**src/include/aid_pkg.sv**
```systemverilog
// Purpose: Shared constants for the arithmetic instruction datapath
// Assumes: 8-bit data, one clock, active-low asynchronous reset
// Notes: Opcode codes are local to this block
package aid_pkg;

	localparam int AID_DATA_W = 8;
	localparam int AID_NIB_W = 4;
	localparam int AID_OP_W = 5;
	localparam logic [7:0] AID_WREG_RST = 8'h00;
	localparam logic AID_FLAG_RST = 1'b0;
	localparam logic [7:0] AID_ONE = 8'h01;
	localparam logic [7:0] AID_ZERO = 8'h00;

	// Operation codes presented on the op port
	localparam logic [4:0] AID_OP_NOP = 5'h00;
	localparam logic [4:0] AID_OP_ADD_WI = 5'h01;
	localparam logic [4:0] AID_OP_ADD_WM = 5'h02;
	localparam logic [4:0] AID_OP_ADD_MW = 5'h03;
	localparam logic [4:0] AID_OP_ADC_WM = 5'h04;
	localparam logic [4:0] AID_OP_ADC_MW = 5'h05;
	localparam logic [4:0] AID_OP_ADC_W = 5'h06;
	localparam logic [4:0] AID_OP_ADC_M = 5'h07;
	localparam logic [4:0] AID_OP_NADD_W = 5'h08;
	localparam logic [4:0] AID_OP_NADD_M = 5'h09;
	localparam logic [4:0] AID_OP_SUB_WI = 5'h0A;
	localparam logic [4:0] AID_OP_SUB_WM = 5'h0B;
	localparam logic [4:0] AID_OP_SUB_MW = 5'h0C;
	localparam logic [4:0] AID_OP_SBC_WM = 5'h0D;
	localparam logic [4:0] AID_OP_SBC_MW = 5'h0E;
	localparam logic [4:0] AID_OP_SBC_W = 5'h0F;
	localparam logic [4:0] AID_OP_SBC_M = 5'h10;
	localparam logic [4:0] AID_OP_INC_M = 5'h11;
	localparam logic [4:0] AID_OP_DEC_M = 5'h12;
	localparam logic [4:0] AID_OP_CLR_M = 5'h13;

endpackage : aid_pkg

```
**src/rtl/aid_datapath.sv**
```systemverilog
// Purpose: Arithmetic instruction datapath of an 8-bit controller core
// Assumes: One operation per cycle while op_valid is high; mem_rdata valid with op
// Notes: Memory results leave on mem_wdata with a one-cycle mem_we pulse
`timescale 1ns/1ps
`default_nettype none
module aid_datapath
	import aid_pkg::*;
(
	input wire logic core_clk,
	input wire logic reset_n,
	input wire logic op_valid,
	input wire logic [aid_pkg::AID_OP_W-1:0] op,
	input wire logic [aid_pkg::AID_DATA_W-1:0] imm,
	input wire logic [aid_pkg::AID_DATA_W-1:0] mem_rdata,
	output logic [aid_pkg::AID_DATA_W-1:0] working_register,
	output logic [aid_pkg::AID_DATA_W-1:0] mem_wdata,
	output logic mem_we,
	output logic result_null_flag,
	output logic arith_out_bit,
	output logic nibble_out_bit,
	output logic signed_wrap_bit
);
	import aid_pkg::*;

	logic [7:0] opa;
	logic [7:0] opb;
	logic cin;
	logic is_sub;
	logic to_mem;
	logic flags_upd;
	logic wr_w;
	logic [7:0] sum;
	logic cout;
	logic hcout;
	logic ovf;
	logic [7:0] res;
	logic [7:0] working_register_d;

	// --------------------------------
	// Operand selection
	// --------------------------------
	// Subtraction is a + ~b + 1 (less borrow); carry out inverts into borrow
	always_comb
	begin
		opa = working_register;
		opb = AID_ZERO;
		cin = 1'b0;
		is_sub = 1'b0;
		to_mem = 1'b0;
		flags_upd = 1'b1;
		wr_w = 1'b0;
		unique case (op)
			AID_OP_ADD_WI:
			begin
				opb = imm;
				wr_w = 1'b1;
			end
			AID_OP_ADD_WM:
			begin
				opb = mem_rdata;
				wr_w = 1'b1;
			end
			AID_OP_ADD_MW:
			begin
				opb = mem_rdata;
				to_mem = 1'b1;
			end
			AID_OP_ADC_WM:
			begin
				opb = mem_rdata;
				cin = arith_out_bit;
				wr_w = 1'b1;
			end
			AID_OP_ADC_MW:
			begin
				opb = mem_rdata;
				cin = arith_out_bit;
				to_mem = 1'b1;
			end
			AID_OP_ADC_W:
			begin
				cin = arith_out_bit;
				wr_w = 1'b1;
			end
			AID_OP_ADC_M:
			begin
				opa = mem_rdata;
				cin = arith_out_bit;
				to_mem = 1'b1;
			end
			AID_OP_NADD_W:
			begin
				opa = mem_rdata;
				opb = ~working_register;
				cin = 1'b1;
				is_sub = 1'b1;
				wr_w = 1'b1;
			end
			AID_OP_NADD_M:
			begin
				opb = ~mem_rdata;
				cin = 1'b1;
				is_sub = 1'b1;
				to_mem = 1'b1;
			end
			AID_OP_SUB_WI:
			begin
				opb = ~imm;
				cin = 1'b1;
				is_sub = 1'b1;
				wr_w = 1'b1;
			end
			AID_OP_SUB_WM:
			begin
				opb = ~mem_rdata;
				cin = 1'b1;
				is_sub = 1'b1;
				wr_w = 1'b1;
			end
			AID_OP_SUB_MW:
			begin
				opa = mem_rdata;
				opb = ~working_register;
				cin = 1'b1;
				is_sub = 1'b1;
				to_mem = 1'b1;
			end
			AID_OP_SBC_WM:
			begin
				opb = ~mem_rdata;
				cin = ~arith_out_bit;
				is_sub = 1'b1;
				wr_w = 1'b1;
			end
			AID_OP_SBC_MW:
			begin
				opa = mem_rdata;
				opb = ~working_register;
				cin = ~arith_out_bit;
				is_sub = 1'b1;
				to_mem = 1'b1;
			end
			AID_OP_SBC_W:
			begin
				opb = ~AID_ZERO;
				cin = ~arith_out_bit;
				is_sub = 1'b1;
				wr_w = 1'b1;
			end
			AID_OP_SBC_M:
			begin
				opa = mem_rdata;
				opb = ~AID_ZERO;
				cin = ~arith_out_bit;
				is_sub = 1'b1;
				to_mem = 1'b1;
			end
			AID_OP_INC_M:
			begin
				opa = mem_rdata;
				opb = AID_ONE;
				to_mem = 1'b1;
			end
			AID_OP_DEC_M:
			begin
				opa = mem_rdata;
				opb = ~AID_ONE;
				cin = 1'b1;
				is_sub = 1'b1;
				to_mem = 1'b1;
			end
			AID_OP_CLR_M:
			begin
				to_mem = 1'b1;
				flags_upd = 1'b0;
			end
			default:
			begin
				flags_upd = 1'b0;
			end
		endcase
	end

	aid_adder #(
		.W(AID_DATA_W)
	) u_adder (
		.a(opa),
		.b(opb),
		.cin(cin),
		.sum(sum),
		.cout(cout),
		.hcout(hcout),
		.ovf(ovf)
	);

	// --------------------------------
	// Result and destinations
	// --------------------------------
	always_comb
	begin
		res = (op == AID_OP_CLR_M) ? AID_ZERO : sum;
		working_register_d = (op_valid && wr_w) ? res : working_register;
	end

	always_ff @(posedge core_clk or negedge reset_n)
	begin
		if (!reset_n)
			working_register <= AID_WREG_RST;
		else
			working_register <= working_register_d;
	end

	always_ff @(posedge core_clk or negedge reset_n)
	begin
		if (!reset_n)
		begin
			mem_we <= 1'b0;
			mem_wdata <= AID_ZERO;
		end
		else
		begin
			mem_we <= op_valid && to_mem;
			if (op_valid && to_mem)
				mem_wdata <= res;
		end
	end

	// --------------------------------
	// Flags
	// --------------------------------
	always_ff @(posedge core_clk or negedge reset_n)
	begin
		if (!reset_n)
		begin
			result_null_flag <= AID_FLAG_RST;
			arith_out_bit <= AID_FLAG_RST;
			nibble_out_bit <= AID_FLAG_RST;
			signed_wrap_bit <= AID_FLAG_RST;
		end
		else if (op_valid && flags_upd)
		begin
			result_null_flag <= (sum == AID_ZERO);
			arith_out_bit <= is_sub ? ~cout : cout;
			nibble_out_bit <= is_sub ? ~hcout : hcout;
			signed_wrap_bit <= ovf;
		end
	end

	// --------------------------------
	// Checks
	// --------------------------------
	add_imm_a: assert property (@(posedge core_clk) disable iff (!reset_n)
		op_valid && op == AID_OP_ADD_WI |=> working_register == $past(working_register) + $past(imm))
		else $error("add immediate result wrong");
	sub_mem_a: assert property (@(posedge core_clk) disable iff (!reset_n)
		op_valid && op == AID_OP_SUB_MW |=> mem_we && mem_wdata == $past(mem_rdata) - $past(working_register))
		else $error("memory subtract result wrong");
	sub_borrow_a: assert property (@(posedge core_clk) disable iff (!reset_n)
		op_valid && op == AID_OP_SUB_WM |=> arith_out_bit == ($past(mem_rdata) > $past(working_register)))
		else $error("borrow flag wrong");
	inc_mem_a: assert property (@(posedge core_clk) disable iff (!reset_n)
		op_valid && op == AID_OP_INC_M |=> mem_we && mem_wdata == $past(mem_rdata) + 8'h01)
		else $error("increment result wrong");
	dec_mem_a: assert property (@(posedge core_clk) disable iff (!reset_n)
		op_valid && op == AID_OP_DEC_M |=> mem_we && mem_wdata == $past(mem_rdata) - 8'h01)
		else $error("decrement result wrong");
	clr_flags_a: assert property (@(posedge core_clk) disable iff (!reset_n)
		op_valid && op == AID_OP_CLR_M |=> mem_we && mem_wdata == 8'h00 && $stable(arith_out_bit)
		&& $stable(result_null_flag) && $stable(nibble_out_bit) && $stable(signed_wrap_bit))
		else $error("clear changed flags");
	zero_flag_a: assert property (@(posedge core_clk) disable iff (!reset_n)
		op_valid && op == AID_OP_ADD_WM |=> result_null_flag == (working_register == 8'h00))
		else $error("zero flag wrong");
	nib_carry_a: assert property (@(posedge core_clk) disable iff (!reset_n)
		op_valid && op == AID_OP_ADD_WI |=>
		nibble_out_bit == ({1'b0, $past(working_register[3:0])} + {1'b0, $past(imm[3:0])} > 5'h0F))
		else $error("nibble carry wrong");
	adc_w_a: assert property (@(posedge core_clk) disable iff (!reset_n)
		op_valid && op == AID_OP_ADC_W |=>
		working_register == $past(working_register) + {7'h00, $past(arith_out_bit)})
		else $error("add carry result wrong");
endmodule : aid_datapath
`default_nettype wire

```
**src/rtl/aid_adder.sv**
```systemverilog
// Purpose: 8-bit adder with carry, nibble carry and signed overflow
// Assumes: Subtraction is done by the caller inverting b and setting cin
// Notes: Purely combinational
`timescale 1ns/1ps
`default_nettype none
module aid_adder
#(
	parameter int W = 8
)
(
	input wire logic [W-1:0] a,
	input wire logic [W-1:0] b,
	input wire logic cin,
	output logic [W-1:0] sum,
	output logic cout,
	output logic hcout,
	output logic ovf
);
	logic [W:0] full;
	logic [4:0] low;

	// --------------------------------
	// Sum and carries
	// --------------------------------
	always_comb
	begin
		full = {1'b0, a} + {1'b0, b} + {{W{1'b0}}, cin};
		low = {1'b0, a[3:0]} + {1'b0, b[3:0]} + {4'h0, cin};
		sum = full[W-1:0];
		cout = full[W];
		hcout = low[4];
		ovf = (a[W-1] == b[W-1]) && (full[W-1] != a[W-1]);
	end
endmodule : aid_adder
`default_nettype wire

```
**config.mk**
```make
export PLATFORM = sky130hd
export DESIGN_NAME = aid_datapath
export DESIGN_NICKNAME = d
export VERILOG_FILES = /design/src/include/aid_pkg.sv /design/src/rtl/aid_datapath.sv /design/src/rtl/aid_adder.sv
export SDC_FILE = /design/constraint.sdc
export NUM_CORES = 1
export LEC_CHECK = 0
export BUFFER_PORTS_ARGS = -buffer_cell sky130_fd_sc_hd__buf_4
export CAP_MARGIN = 0
export CORE_UTILIZATION = 48
export CTS_CLUSTER_DIAMETER = 100
export DETAILED_ROUTE_END_ITERATION = 10
export PLACE_DENSITY = 0.72
export SETUP_SLACK_MARGIN = 0.4
export SLEW_MARGIN = 20
export SYNTH_ARGS = -nofsm -noshare
export SYNTH_HDL_FRONTEND = slang
export SYNTH_SLANG_ARGS = --single-unit
```
**constraint.sdc**
```tcl
create_clock -name core_clk -period 3.2 [get_ports core_clk]
set_clock_uncertainty 0.15 [all_clocks]
set_input_delay 0.16 -clock core_clk [delete_from_list [all_inputs] [get_ports core_clk]]
set_output_delay 0.16 -clock core_clk [all_outputs]
set_load 0.05 [all_outputs]
```
# Word-level counts from Yosys, hierarchy flattened
# Cells that the tools add are included.
[word_totals] inputBits=24 output_inout_bits=21 ff_bits=21 elab_cells=65
[op_classes] n_bitwise=6 n_reduce_logical=17 addsub=4 eq_ne=21 mux=10
[ops] op="$pmux 8 s8" n=1
[ops] op="$eq 5x4->1 const B" n=8
[ops] op="$not 8->8" n=3
[ops] op="$eq 5x3->1 const B" n=4
[ops] op="$eq 5x5->1 const B" n=4
[ops] op="$reduce_or 10->1" n=2
[ops] op="$reduce_or 18->1" n=1
[ops] op="$mux 8" n=2
[ops] op="$reduce_or 4->1" n=3
[ops] op="$eq 5x2->1 const B" n=2
[ops] op="$add 8x8->9" n=1
[ops] op="$add 9x1->9" n=1
[ops] op="$reduce_or 9->1" n=1
[ops] op="$logic_not 8->1" n=1
[ops] op="$reduce_or 7->1" n=1
[ops] op="$mux 1" n=6
[ops] op="$reduce_or 3->1" n=2
[ops] op="$reduce_or 6->1" n=1
[ops] op="$add 4x4->5" n=1
[ops] op="$add 5x1->5" n=1
[ops] op="$eq 5x1->1 const B" n=1
[ops] op="$logic_and 1x1->1" n=4
[ops] op="$not 1->1" n=3
[ops] op="$pmux 1 s3" n=1
[ops] op="other kinds (3)" n=3

# Logic depth before layout (Yosys ltp)
# Gate-level depths: netlist (run 1).
[logic_depth] ltp_word=7 ltp_mapped=16 depth_no_buf=13

# Hierarchy
# From an unflattened synthesis (run 1), not the netlist that was laid out.
[unflattened] hier_cells=233 area_unflattened_um2=2124.5
[modules_own_cells] mod="aid_datapath" cells_each=196 seq_area_each_um2=525.5 area_per_inst_um2=1805.5 n_inst=1
[modules_own_cells] mod="aid_adder" cells_each=37 seq_area_each_um2=0.0 area_per_inst_um2=319.1 n_inst=1

# Worst setup path after synthesis (run 1)
# Ideal clock, no wire load.
[synth_path] path_kind="in2reg" start="input port op[3] (netlist name)" end="register working_register[4] (netlist name)" t_arrival_ps=2959 cell_stages=14 path_buffers=1 path_slack_ps=-33 setup_time_ps=125 path_cell_list="buf_6 and2b_2 nand3_1 nor2_1 a2111oi_0 o21ai_0 fa_1 fa_1 a21oi_1 nor2b_1 nor2_1 xnor2_1 nor2_1 mux2_2"
[synth_between] elab_chain_cells=6
[synth_rtl] item="start, declared" line="aid_datapath.sv:12" rtl="input wire logic [aid_pkg::AID_OP_W-1:0] op,"
[synth_rtl] item="$eq 5x3->1, or another cell as far along" line="aid_datapath.sv:52" rtl="unique case (op)"
[synth_rtl] item="$reduce_or 4->1 (no line), or another cell as far along"
[synth_rtl] item="$pmux 8 s8 or $mux 8 (tied branches)" line="aid_datapath.sv:52"
[synth_rtl] item="$add 8x8->9" line="aid_adder.sv:27" rtl="full = {1'b0, a} + {1'b0, b} + {{W{1'b0}}, cin};"
[synth_rtl] item="$add 9x1->9" line="aid_adder.sv:27"
[synth_rtl] item="$mux 8" line="aid_datapath.sv:201" rtl="res = (op == AID_OP_CLR_M) ? AID_ZERO : sum;"
[synth_rtl] item="end signal, assigned" line="aid_datapath.sv:210" rtl="working_register <= working_register_d;"
[synth_rtl] item="end, declared" line="aid_datapath.sv:15" rtl="output logic [aid_pkg::AID_DATA_W-1:0] working_register,"
# Parallel ways exist; a longest one is shown, timed or not.
# A chain may end at the register's enable or synchronous reset.

# Final worst setup path (run 1)
[layout_path] start="input port op[1] (netlist name)" end="register mem_wdata[6] (netlist name)"
[layout_between] elab_chain_cells=6
[layout_rtl] item="$eq 5x3->1, or another cell as far along" line="aid_datapath.sv:52"
[layout_rtl] item="$reduce_or 4->1 (no line), or another cell as far along"
[layout_rtl] item="$pmux 8 s8 or $mux 8 (tied branches)" line="aid_datapath.sv:52"
[layout_rtl] item="$add 8x8->9" line="aid_adder.sv:27"
[layout_rtl] item="$add 9x1->9" line="aid_adder.sv:27"
[layout_rtl] item="$mux 8" line="aid_datapath.sv:201"
[layout_rtl] item="end signal, assigned" line="aid_datapath.sv:224" rtl="mem_wdata <= res;"
[layout_rtl] item="end, declared" line="aid_datapath.sv:16" rtl="output logic [aid_pkg::AID_DATA_W-1:0] mem_wdata,"
# Parallel ways exist; a longest one is shown, timed or not.

==> run summary, run 1 <==
Status -> complete, no violations
Worst-skew pair later-pin latency -> 260 ps
Synth unique cells -> 46
Area grow syn2layout -> 50.8%
Die height -> 64.2 um
Starting Density -> 50.4%
Switching Fraction -> 48.9%
Comb power frac -> 72.0%
Critical Path RT -> 3190 ps
Chip width -> 64.2 um
DRT Pass-1 Iters -> 4
Yosys reg bits -> 21
Arrival time at the worst endpoint -> 2910 ps
Top post-synthesis cells by area -> dfrtp_1 28%, mux2_2 12%, a21oi_1 7.0%, nor2_1 6.1%, ha_1 4.7%
Worst Hold Margin -> 170 ps
Nets@finish -> 316
Sequential Area -> 526 sq um
Pwr dens -> 866 mW/mm^2
Initial antenna violation count -> 0
Antenna cells -> 0
Most frequent cell after synthesis -> nor2_1
YS warnings -> 0
Final setup vio count -> 0
Final wirelength -> 5160 um
Area occupied by multi-input gates -> 0.00150 sq mm
Post-synth top area cell -> dfrtp_1
Share of the synthesized area in the top cell type -> 28.3%
GPL Wtd Cong -> 0.871
Port bufs -> 44
Syn Std Cell Area -> 0.00186 sq mm
Max incr delay on CP -> 430 ps
Synth async-reset ratio -> 100%
Synth Area per Inst -> 9.11 sq um
Die Area -> 0.00412 sq mm
Antenna viol nets, final -> 0
Slowest CP cell -> fa_2
Final Hold Vio Count -> 0
# DRC -> 0
Layout fillers -> 278
Minimum clock period -> 2920 ps
Synth cell count leaders -> 30 x nor2_1, 26 x a21oi_1, 21 x dfrtp_1, 20 x mux2_2, 14 x nand2_1
DR vias/cell -> 5.63
Unrepaired setup endpoints after global routing -> yes
Max_slew headroom -> 65.2%
Vias in the first global route -> 1730
Placed cells -> 311
Overflow after GRT -> 0
DR iter-0 viols -> 64
Clk root buf -> clkbuf_8
Mapped Cells -> 204
Max VDD drop -> 0.755 mV
Layout cells sized above 1 -> 54.3%
Clock power frac -> 7.0%
Fin cells -> 330
Slew Limit Fails -> 0
First-pass GRT wire length -> 8160 um
Achievable frequency -> 343 MHz
Critical setup path kind -> input pin to flop
Sequential share of the synthesized area -> 28.3%
Dpl hpwl -> 3650 um
Top FF cell, synth -> dfrtp_1
CP Max Fanout -> 5
Max clock buf depth -> 2
Clock Sinks -> 21
Slew @ Worst Pin -> 521 ps
Vias -> 1857
CTS tree -> built
Post-layout util -> 76.0%
Clock slew at reported path FFs -> 70 ps
Syn_nets -> 237
Routed wire per std cell -> 15.6 um
Post-synth EDFFs -> 0
All-Layer GR Usage -> 25.4%
Clock buffer count from CTS -> 3
Worst Hold Class -> input pin to asynchronous set/reset pin
Seq pwr share -> 21.0%
Crit path launch type -> input pin
Row cnt -> 22
H-Tree Depth -> 1
P_sw -> 1.19 mW
Largest net degree at the start of global routing -> 22
Ports -> 45
Max Cap Viol -> 0
Period utilisation layout -> 91.2%
CORE AREA -> 0.00369 sq mm
CP endpoint kind -> flop
Critical path, cell by cell -> buf_12 -> buf_6 -> or2b_1 -> nand3b_4 -> o21ai_4 -> mux2_4 -> fa_2 -> fa_2 -> a21oi_2 -> o211ai_1 -> xnor2_1 -> nor2_1 -> mux2_4
Leak pwr -> 1.26 nW
Pint -> 1.24 mW
[area by class of cell]
| type | instances | area share, % |
|---|---|---|
| Multi-Input combinational cell | 173 | 53.7 |
| Timing Repair Buffer | 82 | 23.6 |
| Inverter | 2 | 0.268 |
| Clock buffer | 4 | 1.61 |
| Tap cell | 48 | 2.14 |
| Sequential cell | 21 | 18.7 |
[power groups by stage]
stage	Combinational, mW	Clock [mW]	Sequential, mW
3_3_place_gp	1.48	0	0.504
5_1_grt	1.86	0.186	0.520
2_1_floorplan	0.643	0	0.893
6_report	1.75	0.170	0.509
4_1_cts	1.55	0.175	0.504
3_5_place_dp	1.50	0	0.505
[final timing paths]
kind | start | to | slack (ps) | depth (start not counted)
max | op[1] | mem_wdata[6] | 280 | 13
min | reset_n | mem_wdata[0] | 170 | 2
max reg2reg | arith_out_bit | mem_wdata[6] | 380 | 10
min reg2reg | signed_wrap_bit | signed_wrap_bit | 350 | 2
max in group asynchronous | reset_n | working_register[7] | 2520 | 2
min in group core_clk | mem_rdata[7] | signed_wrap_bit | 200 | 4
[registers in the layout, summed over array words and instances (netlist names)]
name,flops
nibble_out_bit,1
arith_out_bit,1
result_null_flag,1
mem_wdata,8
signed_wrap_bit,1
mem_we,1
working_register,8
[metal layers]
layer / up-vias / wire length, um / track usage [%]
met3: 9 / 151 / 4.11
met2: 41 / 2680 / 44.8
li1: 899 / - / -
met1: 908 / 2240 / 32.7
met5: - / 0 / 0
met4: 0 / 87 / 5.00
[stage by stage]
stage               instance area [sq um]  setup WS, ps  TNS, ps  power (mW)
floorplan                            1920           234        0        1.54
global placement                     2410          1.10        0        1.99
detailed placement                   2410         -49.7     -187        2.01
CTS                                  2590           330        0        2.23
global route                         2800           199        0        2.57
finish                               2800           281        0        2.43
[worst max-delay path, delay by kind of cell]
family	cells	cell delay, ps
xor gates and xnor gates	1	280
and+or+nand+nor	3	480
buffers and inverters	2	190
AOI/OAI and AO/OA	3	420
adders and majority gates	2	790
muxes	2	600
[placed cells by master, fill, tap and decap left out, types with 5 or more instances in the layout]
master     netlist  routed
xor2_1           5       5
nor2b_1          5       5
mux2_2          20      15
a21oi_1         26      20
a21oi_2          2       7
nor2_1          30      25
buf_6            2       6
buf_4            0      73
nand2_1         14      13
mux2_4           5      10
dfrtp_1         21      21
o2111ai_1        7       5
xnor2_1          7       6
[cells by family after synthesis]
logic type / Yosys count / share of synthesized area [%]
DFF: 21 / 28.3
AOI/OAI and AO/OA: 54 / 19.1
adders and majority gates: 9 / 6.87
xor gates and xnor gates: 12 / 5.66
buffers and inverters: 10 / 3.10
muxes: 25 / 16.2
and+or+nand+nor: 73 / 20.9
[repair_timing]
| item | CTS | global route |
|---|---|---|
| hold endpoints to repair | 21 | 0 |
| pin swaps | 9 | 29 |
| buffers inserted | 6 | 8 |
| setup endpoints to repair | 10 | 11 |
| resized for setup | 18 | 31 |
| hold buffers | 1 | 0 |
Power figures use the tool's default switching activity.
==> run 2, diff against run 1 <==
Settings changed: ABC_AREA set to 1, CORE_MARGIN set to 2, PLACE_DENSITY 0.72 to 0.71.
==> run summary, run 2 <==
# DRC -> 0 (unchanged)
Slew @ Worst Pin -> 424 ps (-97.2 ps)
Clock slew at reported path FFs -> 80 ps (about the same)
Max Cap Viol -> 0 (unchanged)
Reg2reg start -> working_register[0]
Period utilisation layout -> 82.9% (-8.3 points)
Ports -> 45 (unchanged)
Top FF cell, synth -> dfrtp_1
CP Buf/Inv Count -> 3 (+1)
Area grow syn2layout -> 27.1%
Die height -> 68.5 um (+6.7%)
Slew Limit Fails -> 0 (unchanged)
Max_slew headroom -> 71.7% (+6.4 points)
Commonest non-fill, non-tap cell in the layout -> nand2_1
R2r worst-path depth -> 13 (+3)
Levels on crit path -> 16 (+3)
Synth cell count leaders -> 97 x nand2_1, 44 x inv_1, 39 x nor2_1, 24 x nand3_1, 21 x dfrtp_1
Critical path origin -> op[4]
Setup_tns -> 0 ps (unchanged)
Pwr dens -> 807 mW/mm^2 (-6.7%)
Synth async-reset ratio -> 100% (unchanged)
Min-delay src -> op_valid
Achievable frequency -> 377 MHz (+10%)
Vias in the first global route -> 1850 (+6.9%)
Routed wire per std cell -> 12.3 um (-21%)
Clk root buf -> clkbuf_8
Initial antenna violation count -> 0 (unchanged)
Final Hold Vio Count -> 0 (unchanged)
Dpl hpwl -> 4140 um (+13%)
Syn Std Cell Area -> 0.00200 sq mm (+7.5%)
Synth Area per Inst -> 6.28 sq um (-31%)
Nets@finish -> 402 (+27%)
Largest net degree at the start of global routing -> 22 (unchanged)
GPL Wtd Cong -> 0.867 (-0.46%)
Clock buffer count from CTS -> 3 (unchanged)
Placed cells -> 408 (+31%)
Antenna cells -> 0 (unchanged)
Met1 Usage GRT -> 32.7% (about the same)
Post-synth top area cell -> dfrtp_1
Max clock buf depth -> 2 (unchanged)
Final setup vio count -> 0 (unchanged)
Fin cells -> 418 (+27%)
Clock Sinks -> 21 (unchanged)
CTS tree -> built
Share of the synthesized area in the top cell type -> 26.3% (-2.0 points)
Row cnt -> 23 (+4.5%)
Leading cell types in the layout, fill and taps excluded -> 93 x nand2_1, 49 x buf_4, 42 x inv_1
CORE AREA -> 0.00400 sq mm (+8.4%)
Worst Hold Depth -> 3
Overflow after GRT -> 0 (unchanged)
CP Max Fanout -> 7 (+2)
Yosys reg bits -> 21 (unchanged)
CP delay by family, top -> simple AND/OR/NAND/NOR gates
Status -> complete, no violations
Post-layout util -> 63.4% (-13 points)
Final wirelength -> 5160 um (-0.14%)
Worst Hold Class -> input pin to flop
Critical Path RT -> 3250 ps (+60 ps)
Worst Hold Margin -> 45.9 ps (-124 ps)
All-Layer GR Usage -> 23.1% (-2.3 points)
Die Area -> 0.00469 sq mm (+14%)
Starting Density -> 49.9% (-0.45 points)
Max incr delay on CP -> 530 ps (+100 ps)
CP endpoint kind -> flop
Port bufs -> 44 (unchanged)
YS warnings -> 0 (unchanged)
Sequential share of the synthesized area -> 26.3% (-2.0 points)
GRT met2 Usage -> 37.1% (-7.7 points)
Synth unique cells -> 30 (-35%)
Critical setup path kind -> input pin to flop
Max VDD drop -> 0.631 mV (-16%)
Worst-skew pair later-pin latency -> 250 ps (about the same)
Minimum clock period -> 2650 ps (-266 ps)
Chip width -> 68.5 um (+6.7%)
Unrepaired setup endpoints after global routing -> no
Antenna viol nets, final -> 0 (unchanged)
GRT Max-Usage Layer -> met2
R2R setup slack -> 660 ps (+280 ps)
DRT Pass-1 Iters -> 5 (+1)
Critical path endpoint -> result_null_flag
DR vias/cell -> 5.21 (-7.4%)
Top post-synthesis cells by area -> dfrtp_1 26%, nand2_1 18%, inv_1 8.3%, nor2_1 7.3%, nand3_1 6.0%
Post-synth EDFFs -> 0 (unchanged)
Leak pwr -> 1.41 nW (+12%)
Most frequent cell after synthesis -> nand2_1
First-pass GRT wire length -> 8260 um (+1.2%)
Arrival time at the worst endpoint -> 2700 ps (-210 ps)
Critical R2R Capture -> result_null_flag
GR Util met3 -> 4.06% (-0.049 points)
Crit-path most repeated cell -> nor2_1
Slowest CP cell -> fa_2
Critical path, cell by cell -> buf_4 -> inv_2 -> nand3_1 -> nor2_1 -> a21oi_2 -> buf_4 -> o2111ai_1 -> fa_2 -> or2_4 -> nor2_1 -> nand3_1 -> nor2_1 -> nand3_1 -> nor2_1 -> nand2_1 -> nand2_1
Vias -> 2179 (+17%)
Crit path launch type -> input pin
Biggest regs -> mem_wdata (8), working_register (8)
DR iter-0 viols -> 150 (+130%)
H-Tree Depth -> 1 (unchanged)
Syn_nets -> 351 (+48%)
Layout cells sized above 1 -> 23.6% (-31 points)
Mapped Cells -> 318 (+56%)
[run 2: cell types whose count changed after synthesis, sizes merged, moves of 7 or more]
cell	change
nand2	+86
a21oi	-11
xnor2	-7
nand3	+18
nor2	+12
o21ai	+17
mux2	-22
inv	+44
[run 2: worst min-delay path by stage]
stage | end | slack, ps
CTS | signed_wrap_bit | 40
global route | signed_wrap_bit | 60
global placement | mem_wdata[7] | -90
finish | signed_wrap_bit | 50
floorplan | arith_out_bit | -290
detailed placement | mem_wdata[7] | -90
[run 2: cell type report]
cell class	count	area [sq um]
tap	50	62.6
timing repair buffer	51	389
sequential	21	526
fill	398	1460
inverter	46	175
multi-input combinational	246	1340
clock buffer	4	45.0
[run 2: where the power goes]
| group | leakage, nW | switching, mW | total [mW] | internal [mW] |
|---|---|---|---|---|
| registers | 0.266 | 0.0895 | 0.470 | 0.380 |
| logic | 1.12 | 0.943 | 1.41 | 0.465 |
| clock network | 0.0228 | 0.0817 | 0.170 | 0.0885 |
| total | 1.41 | 1.11 | 2.05 | 0.934 |
[run 2: cell families after synthesis]
logic type      Yosys count  synth area share [%]
flops                    21                  26.3
simple gates            180                  38.5
compound gates           51                  14.9
buf+inv                  51                  10.5
mux                       3                  2.07
fa+ha+maj                 9                  6.39
xor+xnor                  3                  1.32
[run 2: stage by stage]
step	setup WS [ps]	power, mW	instance area, sq um
4_1_cts	422	2.03	2470
5_1_grt	388	2.21	2540
3_3_place_gp	178	1.85	2410
6_report	547	2.05	2540
2_1_floorplan	386	1.47	2060
3_5_place_dp	79.7	1.85	2410
[run 2: timing repair]
| action | 4_1_cts | 5_1_grt |
|---|---|---|
| hold buffers | 1 | 0 |
| setup buffers | 1 | 4 |
| pin swaps | 0 | 7 |
| gates resized for setup | 1 | 10 |
| hold endpoints to repair | 21 | 0 |
| endpoints found under the setup margin | 1 | 5 |
[run 2: worst min-delay path: stages]
cell,delay [ps]
buf_4,130
nand3_1,80
o21ai_1,50
[run 2: layer usage]
layer	routed length [um]	vias to the layer above
li1	-	1131
met1	2410	957
met2	2350	85
met3	345	6
met4	54	0
met5	0	-
